`config.mk`:
```
export PLATFORM = sky130hd
export DESIGN_NAME = pulse_quadrature_counter
export DESIGN_NICKNAME = d
export VERILOG_FILES = /design/src/core/pqc_pkg.sv /design/src/core/quad_if.sv /design/src/core/quad_decoder.sv /design/src/core/pulse_quadrature_counter.sv
export SDC_FILE = /design/constraint.sdc
export NUM_CORES = 2
export LEC_CHECK = 0
export ABC_AREA = 1
export ABC_CLOCK_PERIOD_IN_PS = 5500
export BUFFER_PORTS_ARGS = -buffer_cell sky130_fd_sc_hd__clkbuf_2
export CAP_MARGIN = 20
export CORE_MARGIN = 1.5
export CORE_UTILIZATION = 38
export CTS_CLUSTER_DIAMETER = 120
export CTS_CLUSTER_SIZE = 16
export DETAILED_ROUTE_END_ITERATION = 8
export GPL_TIMING_DRIVEN = 0
export PLACE_DENSITY_LB_ADDON = 0.12
export SLEW_MARGIN = 30
export SYNTH_ARGS = -nofsm -noshare
export SYNTH_HDL_FRONTEND = slang
export SYNTH_HIERARCHICAL = 1
export SYNTH_SLANG_ARGS = --single-unit
```
`constraint.sdc`:
```
create_clock -name CLK_IN -period 5.5 [get_ports CLK_IN]
set_clock_uncertainty 0.2 [all_clocks]
set_input_delay 0.825 -clock CLK_IN [delete_from_list [all_inputs] [get_ports CLK_IN]]
set_output_delay 0.825 -clock CLK_IN [all_outputs]
set_load 0.02 [all_outputs]
```
`src/core/pqc_pkg.sv`:
```
// shared constants and types of the pulse and quadrature counter
package pqc_pkg;
  // clock and timing
  localparam int CLK_HZ      = 20_000_000;
  localparam int CLK_MHZ     = CLK_HZ / 1_000_000;
  localparam int DB_TIME_US  = 100;
  localparam int DB_CYC      = DB_TIME_US * CLK_MHZ;
  localparam int DB_W        = 12;
  localparam int CNT_W       = 32;
  localparam logic [47:0] MS_PER_S   = 48'h0000_0000_03E8;
  localparam logic [47:0] CLK_HZ_48  = 48'h0000_0131_2D00;
  localparam logic [31:0] CLK_MHZ_32 = 32'h0000_0014;
  // register byte offsets
  localparam logic [7:0] REG_CTRL    = 8'h00;
  localparam logic [7:0] REG_STATUS  = 8'h04;
  localparam logic [7:0] REG_SCAN_MS = 8'h08;
  localparam logic [7:0] REG_PER_CYC = 8'h0C;
  localparam logic [7:0] REG_PER_RES = 8'h10;
  localparam logic [7:0] REG_FMT     = 8'h14;
  localparam logic [7:0] REG_SWMODE  = 8'h18;
  localparam logic [7:0] REG_Q_NET   = 8'h1C;
  localparam logic [7:0] REG_Q_FWD   = 8'h20;
  localparam logic [7:0] REG_Q_REV   = 8'h24;
  localparam logic [7:0] REG_CH_BASE = 8'h40;
  // control field positions
  localparam int CTRL_PGO   = 0;
  localparam int CTRL_PSEL  = 1;
  localparam int CTRL_PHZ   = 3;
  localparam int CTRL_QEN   = 4;
  localparam int CTRL_QPAIR = 5;
  localparam int CTRL_QMODE = 6;
  localparam int CTRL_QCLR  = 8;
  // reset values
  localparam logic [31:0] SCAN_MS_RST = 32'h0000_03E8;
  localparam logic [15:0] PER_CYC_RST = 16'h000A;
  // result formats, quadrature modes and period timer and divider state encodings
  localparam logic [1:0] FMT_COUNT = 2'h0;
  localparam logic [1:0] FMT_HZ    = 2'h1;
  localparam logic [1:0] FMT_AVG   = 2'h2;
  typedef enum logic [1:0] {Q_X1 = 2'h0, Q_X2 = 2'h1, Q_X4 = 2'h2} qmode_t;
  typedef enum logic [2:0] {P_IDLE = 3'h1, P_ARM = 3'h2, P_RUN = 3'h4}
    per_state_t;
  typedef enum logic [2:0] {D_IDLE = 3'h1, D_RUN = 3'h2, D_DONE = 3'h4}
    div_state_t;
endpackage : pqc_pkg

```
`src/core/quad_if.sv`:
```
// link between the counter top and its quadrature decoder
`timescale 1ns/1ps
interface quad_if;
  logic        en;
  logic        a;
  logic        b;
  logic [1:0]  mode;
  logic        clear;
  logic [31:0] net;
  logic [31:0] fwd;
  logic [31:0] rev;
  logic        dir;
  modport dec  (input en, a, b, mode, clear, output net, fwd, rev, dir);
  modport host (output en, a, b, mode, clear, input net, fwd, rev, dir);
endinterface : quad_if

```
`src/core/quad_decoder.sv`:
```
// quadrature decoder with one, two and four counts per cycle
`timescale 1ns/1ps
module quad_decoder (
  input wire logic clk_in,
  input wire logic reset_n_in,
  quad_if.dec      q
);
  logic a_prev;
  logic b_prev;
  logic primed;

  // a valid step changes exactly one line; up means line a leads
  wire a_chg = q.a ^ a_prev;
  wire b_chg = q.b ^ b_prev;
  wire step  = primed & (a_chg ^ b_chg);
  wire up    = q.a ^ b_prev;
  wire x1    = a_chg & (up ? q.a : ~q.a);                      // RQ13
  wire hit   = (q.mode == pqc_pkg::Q_X4) ? step :              // RQ15
               (q.mode == pqc_pkg::Q_X2) ? (step & a_chg) :    // RQ14
               (step & x1);

  // first cycle after reset only loads the lines, no false step
  always_ff @(posedge clk_in or negedge reset_n_in) begin
    if (!reset_n_in) begin
      a_prev <= 1'b0;
      b_prev <= 1'b0;
      primed <= 1'b0;
    end else begin
      a_prev <= q.a;
      b_prev <= q.b;
      primed <= 1'b1;
    end
  end

  // net count, per-direction counts and last direction
  always_ff @(posedge clk_in or negedge reset_n_in) begin
    if (!reset_n_in) begin
      q.net <= 32'h0;
      q.fwd <= 32'h0;
      q.rev <= 32'h0;
      q.dir <= 1'b0;
    end else if (q.clear) begin
      q.net <= 32'h0;
      q.fwd <= 32'h0;
      q.rev <= 32'h0;
    end else if (q.en && hit) begin
      q.net <= up ? q.net + 32'h1 : q.net - 32'h1;   // RQ11
      q.fwd <= up ? q.fwd + 32'h1 : q.fwd;           // RQ12
      q.rev <= up ? q.rev : q.rev + 32'h1;           // RQ12
      q.dir <= up;
    end
  end
endmodule : quad_decoder

```
`src/core/pulse_quadrature_counter.sv`:
```
// pulse accumulators, period timer, result formats and register port
`timescale 1ns/1ps
// Behaviour
// RQ1: each input has its own 32-bit accumulator
// RQ2: scan start captures count, then clears it
// RQ3: overflow past 2^32 counts simply wraps
// RQ4: accumulators count continuously, also between scans
// RQ5: period unit times edges with fast clock
// RQ6: period unit looks only during measurement
// RQ7: switch mode debounces, one count per closure
// RQ8: per channel count, hertz or average result
// RQ9: resolution one pulse per scan interval
// RQ10: two input pairs selectable as encoder pair
// RQ11: count up if a leads, down otherwise
// RQ12: report direction and per-direction counts
// RQ13: x1 mode counts rising a up, falling down
// RQ14: x2 mode counts both edges of a
// RQ15: x4 mode counts all edges of both
// RQ16: transition in either direction is detected
// RQ17: inputs pass two flip-flops before edge logic
// RQ18: hertz is count over interval, averaged
module pulse_quadrature_counter #(
  parameter int NCH      = 4,
  parameter int AVG_LOG2 = 2
) (
  input  wire logic           CLK_IN,
  input  wire logic           RESET_N_IN,
  input  wire logic           SCAN_TICK_IN,
  input  wire logic [NCH-1:0] SINGLE_ENDED_INPUTS_IN,
  input  wire logic [7:0]     ADDR_IN,
  input  wire logic [31:0]    WR_DATA_IN,
  input  wire logic           WR_STROBE_IN,
  input  wire logic           RD_STROBE_IN,
  output logic      [31:0]    RD_DATA_OUT
);
  localparam int CW    = pqc_pkg::CNT_W;
  localparam int SW    = CW + AVG_LOG2;
  localparam int DEPTH = 1 << AVG_LOG2;
  localparam int CH_W  = $clog2(NCH);

  generate
    if (NCH < 4 || NCH > 16) begin : g_bad_nch
      $error("NCH must lie between 4 and 16");
    end
    if (AVG_LOG2 < 1 || AVG_LOG2 > 4) begin : g_bad_avg
      $error("AVG_LOG2 must lie between 1 and 4");
    end
  endgenerate

  function automatic logic [1:0] fld2(input logic [31:0] v, input int i);
    return v[2*i +: 2];
  endfunction : fld2

  // configuration
  logic [31:0]    scan_ms;
  logic [15:0]    per_cyc;
  logic [31:0]    fmt;
  logic [NCH-1:0] sw_mode;
  logic [1:0]     per_sel;
  logic           per_hz;
  logic           q_en;
  logic           q_pair;
  logic [1:0]     q_mode;
  logic           per_go;
  logic           q_clr;

  wire wr_ctrl = WR_STROBE_IN && (ADDR_IN == pqc_pkg::REG_CTRL);
  wire wr_scan = WR_STROBE_IN && (ADDR_IN == pqc_pkg::REG_SCAN_MS);
  wire wr_pcyc = WR_STROBE_IN && (ADDR_IN == pqc_pkg::REG_PER_CYC);
  wire wr_fmt  = WR_STROBE_IN && (ADDR_IN == pqc_pkg::REG_FMT);
  wire wr_swm  = WR_STROBE_IN && (ADDR_IN == pqc_pkg::REG_SWMODE);

  // software-written settings; start and clear are one-cycle pulses
  always_ff @(posedge CLK_IN or negedge RESET_N_IN) begin
    if (!RESET_N_IN) begin
      scan_ms <= pqc_pkg::SCAN_MS_RST;
      per_cyc <= pqc_pkg::PER_CYC_RST;
      fmt     <= 32'h0;
      sw_mode <= '0;
      per_sel <= 2'h0;
      per_hz  <= 1'b0;
      q_en    <= 1'b0;
      q_pair  <= 1'b0;
      q_mode  <= pqc_pkg::Q_X1;
      per_go  <= 1'b0;
      q_clr   <= 1'b0;
    end else begin
      per_go <= wr_ctrl & WR_DATA_IN[pqc_pkg::CTRL_PGO];
      q_clr  <= wr_ctrl & WR_DATA_IN[pqc_pkg::CTRL_QCLR];
      if (wr_ctrl) begin
        per_sel <= WR_DATA_IN[pqc_pkg::CTRL_PSEL +: 2];
        per_hz  <= WR_DATA_IN[pqc_pkg::CTRL_PHZ];
        q_en    <= WR_DATA_IN[pqc_pkg::CTRL_QEN];
        q_pair  <= WR_DATA_IN[pqc_pkg::CTRL_QPAIR];
        q_mode  <= WR_DATA_IN[pqc_pkg::CTRL_QMODE +: 2];
      end
      if (wr_scan) scan_ms <= WR_DATA_IN;
      if (wr_pcyc) per_cyc <= WR_DATA_IN[15:0];
      if (wr_fmt)  fmt     <= WR_DATA_IN;
      if (wr_swm)  sw_mode <= WR_DATA_IN[NCH-1:0];
    end
  end

  // input synchronisers and edge history
  logic [NCH-1:0] s1;
  logic [NCH-1:0] s2;
  logic [2:0]     live;
  logic [NCH-1:0] filt;
  logic [NCH-1:0] lvl_prev;
  logic [NCH-1:0] evt;
  logic [CW-1:0]  acc  [NCH];
  logic [CW-1:0]  capt [NCH];
  logic [CW-1:0]  freq [NCH];
  logic [SW-1:0]  sum  [NCH];
  logic [CW-1:0]  ch_view [NCH];

  always_ff @(posedge CLK_IN or negedge RESET_N_IN) begin
    if (!RESET_N_IN) begin
      s1       <= '0;
      s2       <= '0;
      lvl_prev <= '0;
      live     <= 3'h0;
    end else begin
      s1       <= SINGLE_ENDED_INPUTS_IN;   // RQ17
      s2       <= s1;                       // RQ17
      lvl_prev <= filt;
      live     <= {live[1:0], 1'b1};  // idle-high pin is no edge at reset
    end
  end

  generate
    for (genvar i = 0; i < NCH; i++) begin : g_ch
      logic [pqc_pkg::DB_W-1:0] db_cnt;
      logic                     db_lvl;
      // contact bounce shorter than the hold time never reaches the count
      always_ff @(posedge CLK_IN or negedge RESET_N_IN) begin
        if (!RESET_N_IN) begin
          db_cnt <= '0;
          db_lvl <= 1'b0;
        end else if (s2[i] == db_lvl) begin
          db_cnt <= '0;
        end else if (db_cnt == pqc_pkg::DB_W'(pqc_pkg::DB_CYC - 1)) begin
          db_lvl <= s2[i];                                   // RQ7
          db_cnt <= '0;
        end else begin
          db_cnt <= db_cnt + 1'b1;
        end
      end
      // closure pulls low, so switch mode counts the falling swing
      assign filt[i] = sw_mode[i] ? db_lvl : s2[i];
      assign evt[i]  = live[2] &
                       (sw_mode[i] ? (lvl_prev[i] & ~filt[i])    // RQ16
                                   : (~lvl_prev[i] & filt[i]));  // RQ16
      // an edge in the scan cycle opens the new interval, never lost
      always_ff @(posedge CLK_IN or negedge RESET_N_IN) begin
        if (!RESET_N_IN) begin
          acc[i]  <= '0;
          capt[i] <= '0;
        end else if (SCAN_TICK_IN) begin
          capt[i] <= acc[i];                                 // RQ2
          acc[i]  <= CW'(evt[i]);                            // RQ2
        end else begin
          acc[i]  <= acc[i] + CW'(evt[i]);  // RQ1 RQ3 RQ4 RQ9
        end
      end
      assign ch_view[i] =
        (fld2(fmt, i) == pqc_pkg::FMT_HZ)  ? freq[i] :           // RQ8
        (fld2(fmt, i) == pqc_pkg::FMT_AVG) ? CW'(sum[i] >> AVG_LOG2) :
        capt[i];                                                 // RQ8
    end
  endgenerate

  // period timer: ignores its input unless armed or running
  pqc_pkg::per_state_t per_state;
  logic [31:0] per_ticks;
  logic [15:0] per_edges;
  logic        sp_prev;
  wire         sp_lvl  = s2[per_sel];
  wire         per_edge = sp_lvl & ~sp_prev;
  wire         per_fin  = (per_state == pqc_pkg::P_RUN) && per_edge &&
                          (per_edges + 16'h1 >= per_cyc);

  always_ff @(posedge CLK_IN or negedge RESET_N_IN) begin
    if (!RESET_N_IN) begin
      per_state <= pqc_pkg::P_IDLE;
      per_ticks <= 32'h0;
      per_edges <= 16'h0;
      sp_prev   <= 1'b0;
    end else begin
      sp_prev <= sp_lvl;
      case (per_state)
        pqc_pkg::P_IDLE: begin
          if (per_go) per_state <= pqc_pkg::P_ARM;
        end
        pqc_pkg::P_ARM: begin
          if (per_edge) begin                                // RQ6
            per_state <= pqc_pkg::P_RUN;
            per_ticks <= 32'h0;
            per_edges <= 16'h0;
          end
        end
        pqc_pkg::P_RUN: begin
          per_ticks <= per_ticks + 32'h1;                    // RQ5
          if (per_edge) per_edges <= per_edges + 16'h1;
          if (per_fin) per_state <= pqc_pkg::P_IDLE;
        end
        default: per_state <= pqc_pkg::P_IDLE;
      endcase
    end
  end

  // one shared serial divider serves the hertz results and the timer
  pqc_pkg::div_state_t div_state;
  logic [47:0]     dvd;
  logic [47:0]     quo;
  logic [31:0]     dvs;
  logic [31:0]     rem;
  logic [5:0]      step;
  logic            freq_pend;
  logic            per_pend;
  logic            job_per;
  logic [CH_W-1:0] job_ch;
  logic [CH_W-1:0] run_ch;

  wire [32:0] part = {rem, dvd[47]};
  wire        fits = part >= {1'b0, dvs};
  wire [32:0] diff = part - {1'b0, dvs};
  wire [31:0] q32  = (|quo[47:32]) ? 32'hFFFF_FFFF : quo[31:0];
  wire        last_ch = (job_ch == CH_W'(NCH - 1));
  wire [47:0] f_dvd = {16'h0, capt[job_ch]} * pqc_pkg::MS_PER_S; // RQ18
  wire [47:0] p_dvd = per_hz ? {32'h0, per_cyc} * pqc_pkg::CLK_HZ_48
                             : {16'h0, per_ticks};
  wire [31:0] p_dvs = per_hz ? per_ticks
                             : {16'h0, per_cyc} * pqc_pkg::CLK_MHZ_32;
  wire        done_f = (div_state == pqc_pkg::D_DONE) && !job_per;
  wire        done_p = (div_state == pqc_pkg::D_DONE) && job_per;

  always_ff @(posedge CLK_IN or negedge RESET_N_IN) begin
    if (!RESET_N_IN) begin
      div_state <= pqc_pkg::D_IDLE;
      dvd       <= 48'h0;
      quo       <= 48'h0;
      dvs       <= 32'h0;
      rem       <= 32'h0;
      step      <= 6'h0;
      job_per   <= 1'b0;
      run_ch    <= '0;
    end else begin
      case (div_state)
        pqc_pkg::D_IDLE: begin
          if (freq_pend || per_pend) begin
            job_per   <= !freq_pend;
            run_ch    <= job_ch;
            dvd       <= freq_pend ? f_dvd : p_dvd;
            dvs       <= freq_pend ? scan_ms : p_dvs;
            rem       <= 32'h0;
            step      <= 6'h0;
            div_state <= pqc_pkg::D_RUN;
          end
        end
        pqc_pkg::D_RUN: begin
          dvd  <= {dvd[46:0], 1'b0};
          rem  <= fits ? diff[31:0] : part[31:0];
          quo  <= {quo[46:0], fits};
          step <= step + 6'h1;
          if (step == 6'h2F) div_state <= pqc_pkg::D_DONE;
        end
        pqc_pkg::D_DONE: div_state <= pqc_pkg::D_IDLE;
        default: div_state <= pqc_pkg::D_IDLE;
      endcase
    end
  end

  // job bookkeeping; a new scan restarts the channel sweep
  always_ff @(posedge CLK_IN or negedge RESET_N_IN) begin
    if (!RESET_N_IN) begin
      freq_pend <= 1'b0;
      per_pend  <= 1'b0;
      job_ch    <= '0;
    end else begin
      if (SCAN_TICK_IN) begin
        freq_pend <= 1'b1;
        job_ch    <= '0;
      end else if (done_f) begin
        freq_pend <= !last_ch;
        job_ch    <= last_ch ? '0 : job_ch + 1'b1;
      end
      if (per_fin) per_pend <= 1'b1;
      else if (done_p) per_pend <= 1'b0;
    end
  end

  // hertz results, running sums and timer result
  logic [CW-1:0]       hist [NCH][DEPTH];
  logic [AVG_LOG2-1:0] hp;
  logic [31:0]         per_res;
  logic                per_done;

  always_ff @(posedge CLK_IN or negedge RESET_N_IN) begin
    if (!RESET_N_IN) begin
      for (int c = 0; c < NCH; c++) begin
        freq[c] <= '0;
        sum[c]  <= '0;
        for (int d = 0; d < DEPTH; d++) hist[c][d] <= '0;
      end
      hp       <= '0;
      per_res  <= 32'h0;
      per_done <= 1'b0;
    end else begin
      if (done_f) begin
        freq[run_ch]     <= q32;                             // RQ18
        hist[run_ch][hp] <= q32;
        sum[run_ch]      <= sum[run_ch] + SW'(q32) - SW'(hist[run_ch][hp]);
        if (run_ch == CH_W'(NCH - 1)) hp <= hp + 1'b1;
      end
      if (done_p) begin
        per_res  <= q32;                                     // RQ5
        per_done <= 1'b1;
      end else if (per_go) begin
        per_done <= 1'b0;
      end
    end
  end

  // encoder pair takes the first or second pair of inputs
  quad_if qi ();
  assign qi.en    = q_en;
  assign qi.a     = q_pair ? s2[2] : s2[0];                  // RQ10
  assign qi.b     = q_pair ? s2[3] : s2[1];                  // RQ10
  assign qi.mode  = q_mode;
  assign qi.clear = q_clr;

  quad_decoder u_quad (
    .clk_in     (CLK_IN),
    .reset_n_in (RESET_N_IN),
    .q          (qi.dec)
  );

  // read selection; unmapped offsets read zero
  wire [7:0] ch_off = ADDR_IN - pqc_pkg::REG_CH_BASE;
  wire       ch_hit = (ADDR_IN[7:6] == 2'h1) && (ADDR_IN[1:0] == 2'h0) &&
                      (32'(ch_off[5:2]) < NCH);
  wire [31:0] ctrl_view = {23'h0, 1'b0, q_mode, q_pair, q_en, per_hz,
                           per_sel, 1'b0};
  wire [31:0] stat_view = {27'h0, qi.dir, freq_pend | per_pend, per_done,
                           per_state != pqc_pkg::P_IDLE,
                           div_state != pqc_pkg::D_IDLE};
  logic [31:0] rd_mux;

  always_comb begin
    rd_mux = 32'h0;
    if (ADDR_IN == pqc_pkg::REG_CTRL) rd_mux = ctrl_view;
    else if (ADDR_IN == pqc_pkg::REG_STATUS) rd_mux = stat_view;
    else if (ADDR_IN == pqc_pkg::REG_SCAN_MS) rd_mux = scan_ms;
    else if (ADDR_IN == pqc_pkg::REG_PER_CYC) rd_mux = {16'h0, per_cyc};
    else if (ADDR_IN == pqc_pkg::REG_PER_RES) rd_mux = per_res;
    else if (ADDR_IN == pqc_pkg::REG_FMT) rd_mux = fmt;
    else if (ADDR_IN == pqc_pkg::REG_SWMODE) rd_mux = 32'(sw_mode);
    else if (ADDR_IN == pqc_pkg::REG_Q_NET) rd_mux = qi.net;
    else if (ADDR_IN == pqc_pkg::REG_Q_FWD) rd_mux = qi.fwd;
    else if (ADDR_IN == pqc_pkg::REG_Q_REV) rd_mux = qi.rev;
    else if (ch_hit) rd_mux = ch_view[CH_W'(ch_off[5:2])];
  end

  // read data stand only in the cycle after the strobe
  always_ff @(posedge CLK_IN or negedge RESET_N_IN) begin
    if (!RESET_N_IN) RD_DATA_OUT <= 32'h0;
    else RD_DATA_OUT <= RD_STROBE_IN ? rd_mux : 32'h0;
  end
endmodule : pulse_quadrature_counter

```
# After elaboration in Yosys (flattened, before gate mapping)
# Cells that the tools add are included.
dict set report op_classes {
  mul 3
  n_mux 115
  add_sub_neg 21
  eq_ne 46
  n_reduce_logical 42
  bitwise 43
  n_lt_le_gt_ge 10
}
# operator n
set op_table {}
lappend op_table {{2-to-1 mux 32 bit} 47}
lappend op_table {{bitwise mux 512 bit} 1}
lappend op_table {{2-to-1 mux 128 bit} 3}
lappend op_table {{binary-select mux 128 bit (select 2 bit)} 1}
lappend op_table {{demux 128 bit (select 2 bit)} 1}
lappend op_table {{binary-select mux 32 bit (select 2 bit)} 3}
lappend op_table {{bitwise mux 136 bit} 1}
lappend op_table {{adder 32 x 1 -> 32 bit} 4}
lappend op_table {{adder 32 x 1 -> 32 bit, second input constant} 4}
lappend op_table {{bitwise mux 128 bit} 1}
lappend op_table {{demux 32 bit (select 2 bit)} 2}
lappend op_table {{case mux 32 bit (2 select lines)} 2}
lappend op_table {{2-to-1 mux 34 bit} 3}
lappend op_table {{2-to-1 mux 12 bit} 8}
lappend op_table {{case mux 48 bit (2 select lines)} 1}
lappend op_table {{binary-select mux 34 bit (select 2 bit)} 1}
lappend op_table {{demux 34 bit (select 2 bit)} 1}
lappend op_table {{adder 12 x 1 -> 12 bit, second input constant} 4}
lappend op_table {{== test 12 x 11 -> 1 bit, second input constant} 4}
lappend op_table {{2-to-1 mux 48 bit} 1}
lappend op_table {{2-to-1 mux 42 bit} 1}
lappend op_table {{2-to-1 mux 41 bit} 1}
lappend op_table {{multiplier 32 x 7 -> 39 bit, second input constant} 1}
lappend op_table {{adder 34 x 32 -> 34 bit} 1}
lappend op_table {{52 further kinds} 183}
dict set report word_totals {
  out_inout_bits 32
  input_bits 49
  wordCells 361
  ff_bits 1587
}

# Longest topological paths before layout
dict set report logic_depth {
  word_depth 18
  ltp_mapped 27
  depth_no_buf 27
}

# Hierarchy
# Netlist, hierarchy kept.
# mod seq_area_each_um2 area_each_um2 cells_each n_inst
set by_module_without_submodules {}
lappend by_module_without_submodules {pulse_quadrature_counter 37223.2 86704.4 10926 1}
lappend by_module_without_submodules {quad_decoder 2502.4 7133.1 1107 1}

# Worst setup path before layout
# No wires, ideal clock.
dict set report synth_timing {
  kind {reg2reg}
  start {reg per_cyc[14]}
  end {reg dvd[29]}
  setup_time_ns 0.117
  path_stages_with_launch 27
  t_required_ns 5.183
  n_path_buf 0
  setup_slack_ns 0.070
  t_arrival_ns 5.113
  synth_period_minus_slack_ns 5.430
  path_cell_list {dfrtp_1 inv_1 ha_1 inv_1 fa_1 fa_1 inv_1 fa_1 inv_1 fa_1 inv_1 fa_1 inv_1 ha_1 nand2_1 nor2_1 inv_1 nor3_1 nand2_1 nand2_1 nand2_1 nand3_1 nand3_1 nand2_1 nand3_1 nand2_1 nand2_1}
}
dict set report synth_via {
  elab_chain_cells 5
}
# element line
set synth_rtl {}
lappend synth_rtl {{start, declared} pulse_quadrature_counter.sv:56} ;# logic [15:0] per_cyc;
lappend synth_rtl {{start signal, assigned} pulse_quadrature_counter.sv:77} ;# per_cyc <= pqc_pkg::PER_CYC_RST;
lappend synth_rtl {{start signal, assigned} pulse_quadrature_counter.sv:98} ;# if (wr_pcyc) per_cyc <= WR_DATA_IN[15:0];
lappend synth_rtl {{multiplier 16 x 17 -> 33 bit} pulse_quadrature_counter.sv:231} ;# wire [47:0] p_dvd = per_hz ? {32'h0, per_cyc} * pqc_pkg::CLK_HZ_48
lappend synth_rtl {{2-to-1 mux 41 bit} pulse_quadrature_counter.sv:231}
lappend synth_rtl {{2-to-1 mux 42 bit} pulse_quadrature_counter.sv:254} ;# dvd <= freq_pend ? f_dvd : p_dvd;
lappend synth_rtl {{2-to-1 mux 48 bit} pulse_quadrature_counter.sv:251} ;# if (freq_pend || per_pend) begin
lappend synth_rtl {{case mux 48 bit (2 select lines)} pulse_quadrature_counter.sv:249} ;# case (div_state)
lappend synth_rtl {{end signal, assigned} pulse_quadrature_counter.sv:254}
lappend synth_rtl {{end signal, assigned} pulse_quadrature_counter.sv:262} ;# dvd <= {dvd[46:0], 1'b0};
lappend synth_rtl {{end, declared} pulse_quadrature_counter.sv:214} ;# logic [47:0] dvd;
# No other way between the ends. The select of a mux whose other input is x is not followed.
# A chain may end at the register's enable or synchronous reset.

# Final worst setup path
dict set report layout_timing {
  start {reg job_ch[0]}
  end {reg dvd[28]}
}
dict set report layout_via {
  elab_chain_cells 8
}
# element line
set layout_rtl {}
lappend layout_rtl {{start, declared} pulse_quadrature_counter.sv:222} ;# logic [CH_W-1:0] job_ch;
lappend layout_rtl {{start signal, assigned} pulse_quadrature_counter.sv:286} ;# job_ch <= last_ch ? '0 : job_ch + 1'b1;
lappend layout_rtl {{NOT 2 -> 3 bit (implied by the code)} pulse_quadrature_counter.sv:230} ;# wire [47:0] f_dvd = {16'h0, capt[job_ch]} * pqc_pkg::MS_PER_S;
lappend layout_rtl {{binary-select mux 32 bit (select 2 bit)} pulse_quadrature_counter.sv:230}
lappend layout_rtl {{2-to-1 mux 32 bit (implied by the code) (2 in a row)} pulse_quadrature_counter.sv:230}
lappend layout_rtl {{multiplier 32 x 7 -> 39 bit} pulse_quadrature_counter.sv:230}
lappend layout_rtl {{2-to-1 mux 42 bit} pulse_quadrature_counter.sv:254}
lappend layout_rtl {{2-to-1 mux 48 bit} pulse_quadrature_counter.sv:251}
lappend layout_rtl {{case mux 48 bit (2 select lines)} pulse_quadrature_counter.sv:249}
# No other way between the ends. The select of a mux whose other input is x is not followed.

==> results.md <==
- R2R Setup Slk: -0.06 ns
- Final ANT Viol Nets: 0
- Post-DR vias/cell: 5.653
- Vias in the first global route: 84.96k
- Worst-case vdd ir drop: 0.3120 mV
- Layout cell share with drive strength beyond 1: 0.1012
- Top-Level Pins: 81
- Placed Area: 99080 µm²
- CTS Root Cell: clkbuf_16
- Gpl congestion: 1.038
- LEAKAGE: 49.74 nW
- Clock latency on the worst-skew pair: 0.86 ns
- Largest net degree at the start of global routing: 81
- Worst setup path class: register to register
- Post-synthesis compound-gate area fraction: 0.1588
- R2R Path End: dvd[28]
- Asr flop ratio synth: 1.000
- Worst slew margin: 0.2232
- Starting Density: 0.3819
- Top_reg_cell synth: dfrtp_1
- Cell count after synthesis: 12.03k
- Initial DRC Count: 9590
- Setup ws final: -0.05950 ns
- Crit start category: register
- Crit-path max FO: 10
- Unrepaired setup endpoints after global routing: yes
- RR Startpoint: job_ch[0]
- Router iterations before antenna repair: 8
- Pre-CTS setup slack: -1.766 ns
- CP Data Required Time: 5.95 ns
- Seq/Total Area, Yosys: 0.4233
- Synth Warn #: 6
- Pwr dens: 234.9 nW/µm²
- Pins Over Slew Limit: 0
- Syn Area/Cell: 7.798 µm²
- First-pass GRT wire length: 608900 µm
- Core footprint: 245700 µm²
- Fmax: 0.1799 GHz
- Number of synthesized flops with an enable pin: 0
- Placed Cells: 15.36k
- Violated checks: negative setup slack
- Core Rows: 182
- Max incr delay on CP: 0.54 ns
- Post-DP HPWL: 343100 µm
- Syn nets: 12.66k
- Period minus WS final: 5.559 ns
- Final Cell Area: 106300 µm²
- Routed vias: 88.54k
- Hold path start: WR_DATA_IN[28]
- Total GRT Usage: 0.3360
- Final period util: 1.011
- Netlist cell types: 77
- Nets: 13.01k
- Worst-path cell chain: buf_12 -> buf_6 -> nor2_1 -> inv_1 -> a32oi_4 -> inv_4 -> fa_1 -> fa_1 -> fa_1 -> fa_1 -> inv_1 -> ha_4 -> nand2_2 -> nor2_4 -> inv_2 -> nor2_2 -> inv_1 -> or2_2 -> nand3_1 -> nand2_1 -> nand3_2 -> nand3_2 -> nand2_1 -> o21ai_0
- Synthesis-to-finish area growth: 13.29%
- Post-synthesis xor/xnor area fraction: 0.01353
- WHS Endpoint: fmt[28]
- Maxcap violations: 0
- Multiplexer share of the synthesized area: 0.0005600
- Final Setup Violations: 9
- Fin util: 0.4327
- #FFs+latches synth: 1587
- H-tree depth: 3
- Crit path DAT: 6.01 ns
- TritonCTS clock tree: yes
- Largest family of logic cells by synthesized area: simple AND/OR/NAND/NOR gates
- Congestion Overflow GR: 0
- DRC viols: 0
- Register-to-Register Path Depth: 24
- Hold depth: 3
- Die ar.: 249900 µm²
- Post-route insts no fill: 15.66k
- Clock sinks: 1587
- Worst setup EP type: register
- Most frequent CP cell: fa_1
- Die height: 499.9 µm
- Worst-margin pin slew: 1.165 ns
- Die width: 499.9 µm
- CTS clock-pin slew for the worst setup and hold paths: 0.09 ns
- Initial antenna violation count: 24
- Hold Crit Class: input port to register
- Slowest-stage cell, CP: fa_1
- Num CTS Buffers: 112
- Buf/Inv on CP: 7
- Synth Cell Area: 93840 µm²
- Clock Tree Buf Depth: 3
- Status: finished, violations left
- Drt total wl: 427700 µm
- Drt wl/cell: 27.31 µm
- Simple-gate share of the synthesized area: 0.2273
- Port bufs: 80
- Total power: 24.97 mW
- Adder and majority gate portion of the synthesized area: 0.09430
- Crit-path leading delay family: adder cells
- Final hold viol count: 0
==> sequential cells by signal, summed over array words and instances (netlist names), 6 cells and up <==
register      cells
hist            512
sum             136
acc             128
capt            128
freq            128
dvd              48
g_ch.db_cnt      48
quo              48
RD_DATA_OUT      32
dvs              32
fmt              32
per_res          32
per_ticks        32
rem              32
scan_ms          32
u_quad/q.fwd     32
u_quad/q.net     32
u_quad/q.rev     32
per_cyc          16
per_edges        16
step              6
==> area by class of cell <==
type	instances	area (µm²)
fillers	25090	139400
clock inverters	14	285.3
diodes	17	42.54
clock buffers	137	2918
plain buffers	585	2801
well taps	3220	4029
multi-input cells	8457	48840
inverters	1404	5339
flip-flops and latches	1587	39750
repair buffers	241	2311
==> where the power goes <==
part	internal (mW)	total (mW)	switching, mW
clock	3.81	8.47	4.67
combinational	1.37	4.19	2.82
sequential	12.0	12.3	0.322
==> layout by cell type (no fill, tap or decap), types with 30 or more instances in the layout <==
cell / count
nand2_1: 2774
dfrtp_1: 1564
inv_1: 1319
nor2_1: 1101
o21ai_0: 908
a21oi_1: 899
nand3_1: 503
ha_1: 325
clkbuf_1: 307
fa_1: 213
a22oi_1: 202
buf_2: 167
nand4_1: 165
nor3_1: 165
clkbuf_2: 150
buf_4: 121
clkbuf_16: 115
xor2_1: 107
o211ai_1: 82
o22ai_1: 72
nand2_2: 68
nor2_2: 66
o21bai_1: 59
inv_2: 55
nand3_2: 51
o21ai_1: 47
nor2_4: 46
a31oi_1: 39
ha_4: 34
a41oi_1: 33
a21oi_2: 33
nor4_1: 30
or2_2: 30
==> tightest hold or removal path: cells and delay by family <==
kind,cells,cell delay [ns]
buf+inv,2,0.16
compound gates,1,0.09
==> stage by stage <==
| step | TNS (ns) | hold slack [ns] |
|---|---|---|
| finish | -0.3061 | 0.1041 |
| floorplan | 0 | 0.1312 |
| CTS | -0.3500 | 0.06815 |
| detailed placement | -119.70 | 0.1397 |
| global placement | - | 0.1372 |
| global route | -3.157 | 0.1193 |
==> Yosys cell counts, types with 10 or more instances <==
| cell type | count | area (µm²) |
|---|---|---|
| a22oi_1 | 203 | 1524 |
| nand3_1 | 545 | 2728 |
| a221oi_1 | 27 | 236.5 |
| o21a_1 | 21 | 157.7 |
| ha_1 | 360 | 4504 |
| inv_1 | 1381 | 5184 |
| nor2_1 | 1165 | 4373 |
| o21bai_1 | 59 | 442.9 |
| buf_1 | 40 | 150.1 |
| dfrtp_1 | 1577 | 39460 |
| o21ai_0 | 965 | 4830 |
| xnor2_1 | 33 | 289.0 |
| o221ai_1 | 22 | 192.7 |
| a21oi_1 | 941 | 4710 |
| o31ai_1 | 10 | 75.07 |
| fa_1 | 217 | 4344 |
| o22ai_1 | 73 | 456.7 |
| o211ai_1 | 82 | 615.6 |
| clkbuf_1 | 382 | 1434 |
| o21ai_1 | 23 | 115.1 |
| a22o_1 | 11 | 96.34 |
| a21o_1 | 11 | 82.58 |
| xor2_1 | 112 | 980.9 |
| a31oi_1 | 40 | 250.2 |
| nand3b_1 | 28 | 210.2 |
| a32oi_1 | 31 | 271.5 |
| nor4_1 | 34 | 212.7 |
| nand2_2 | 11 | 68.82 |
| nor3_1 | 177 | 885.9 |
| nor2_4 | 12 | 135.1 |
| dfstp_2 | 10 | 262.8 |
| buf_2 | 152 | 760.7 |
| or2_2 | 30 | 187.7 |
| a31o_2 | 27 | 236.5 |
| nand4_1 | 165 | 1032 |
| a41oi_1 | 33 | 289.0 |
| nor2_2 | 36 | 225.2 |
| nand2_1 | 2850 | 10700 |
| inv_2 | 17 | 63.81 |
| and3_1 | 12 | 75.07 |
==> kinds of logic after synthesis <==
family,count (synthesis)
buffers and inverters,1989
AOI/OAI and AO/OA,2615
adders and majority gates,577
muxes,5
other,2
DFF,1587
and+or+nand+nor,5113
xor gates and xnor gates,145
==> metal layers <==
layer / global-route usage / share of wire
met5: 0 / 0.000079
met2: 0.5194 / 0.44
met1: 0.4470 / 0.41
met3: 0.06663 / 0.082
met4: 0.1683 / 0.060
==> timing repair <==
action	CTS	global route
cloned	0	2
buffers inserted	73	52
resized for setup	474	350
endpoints found under the hold margin	61	0
hold buffers	5	0
setup endpoints to repair	153	127
pin swaps	82	152
==> how the worst max path moves through the flow <==
| stage | start | endpoint | slack (ns) | cells past startpoint |
|---|---|---|---|---|
| final | job_ch[0] | dvd[28] | -0.06 | 24 |
| after global routing | per_cyc[14] | dvd[40] | -0.25 | 24 |
| after CTS | job_ch[0] | dvd[30] | -0.09 | 23 |
| after detailed placement | job_ch[0] | dvd[32] | -1.77 | 23 |
| after global placement | RESET_N_IN | rem[25] | -37.81 | 1 |
| after floorplan | per_cyc[14] | dvd[29] | 0.07 | 26 |
No activity file was read; power rests on OpenSTA's default activity.
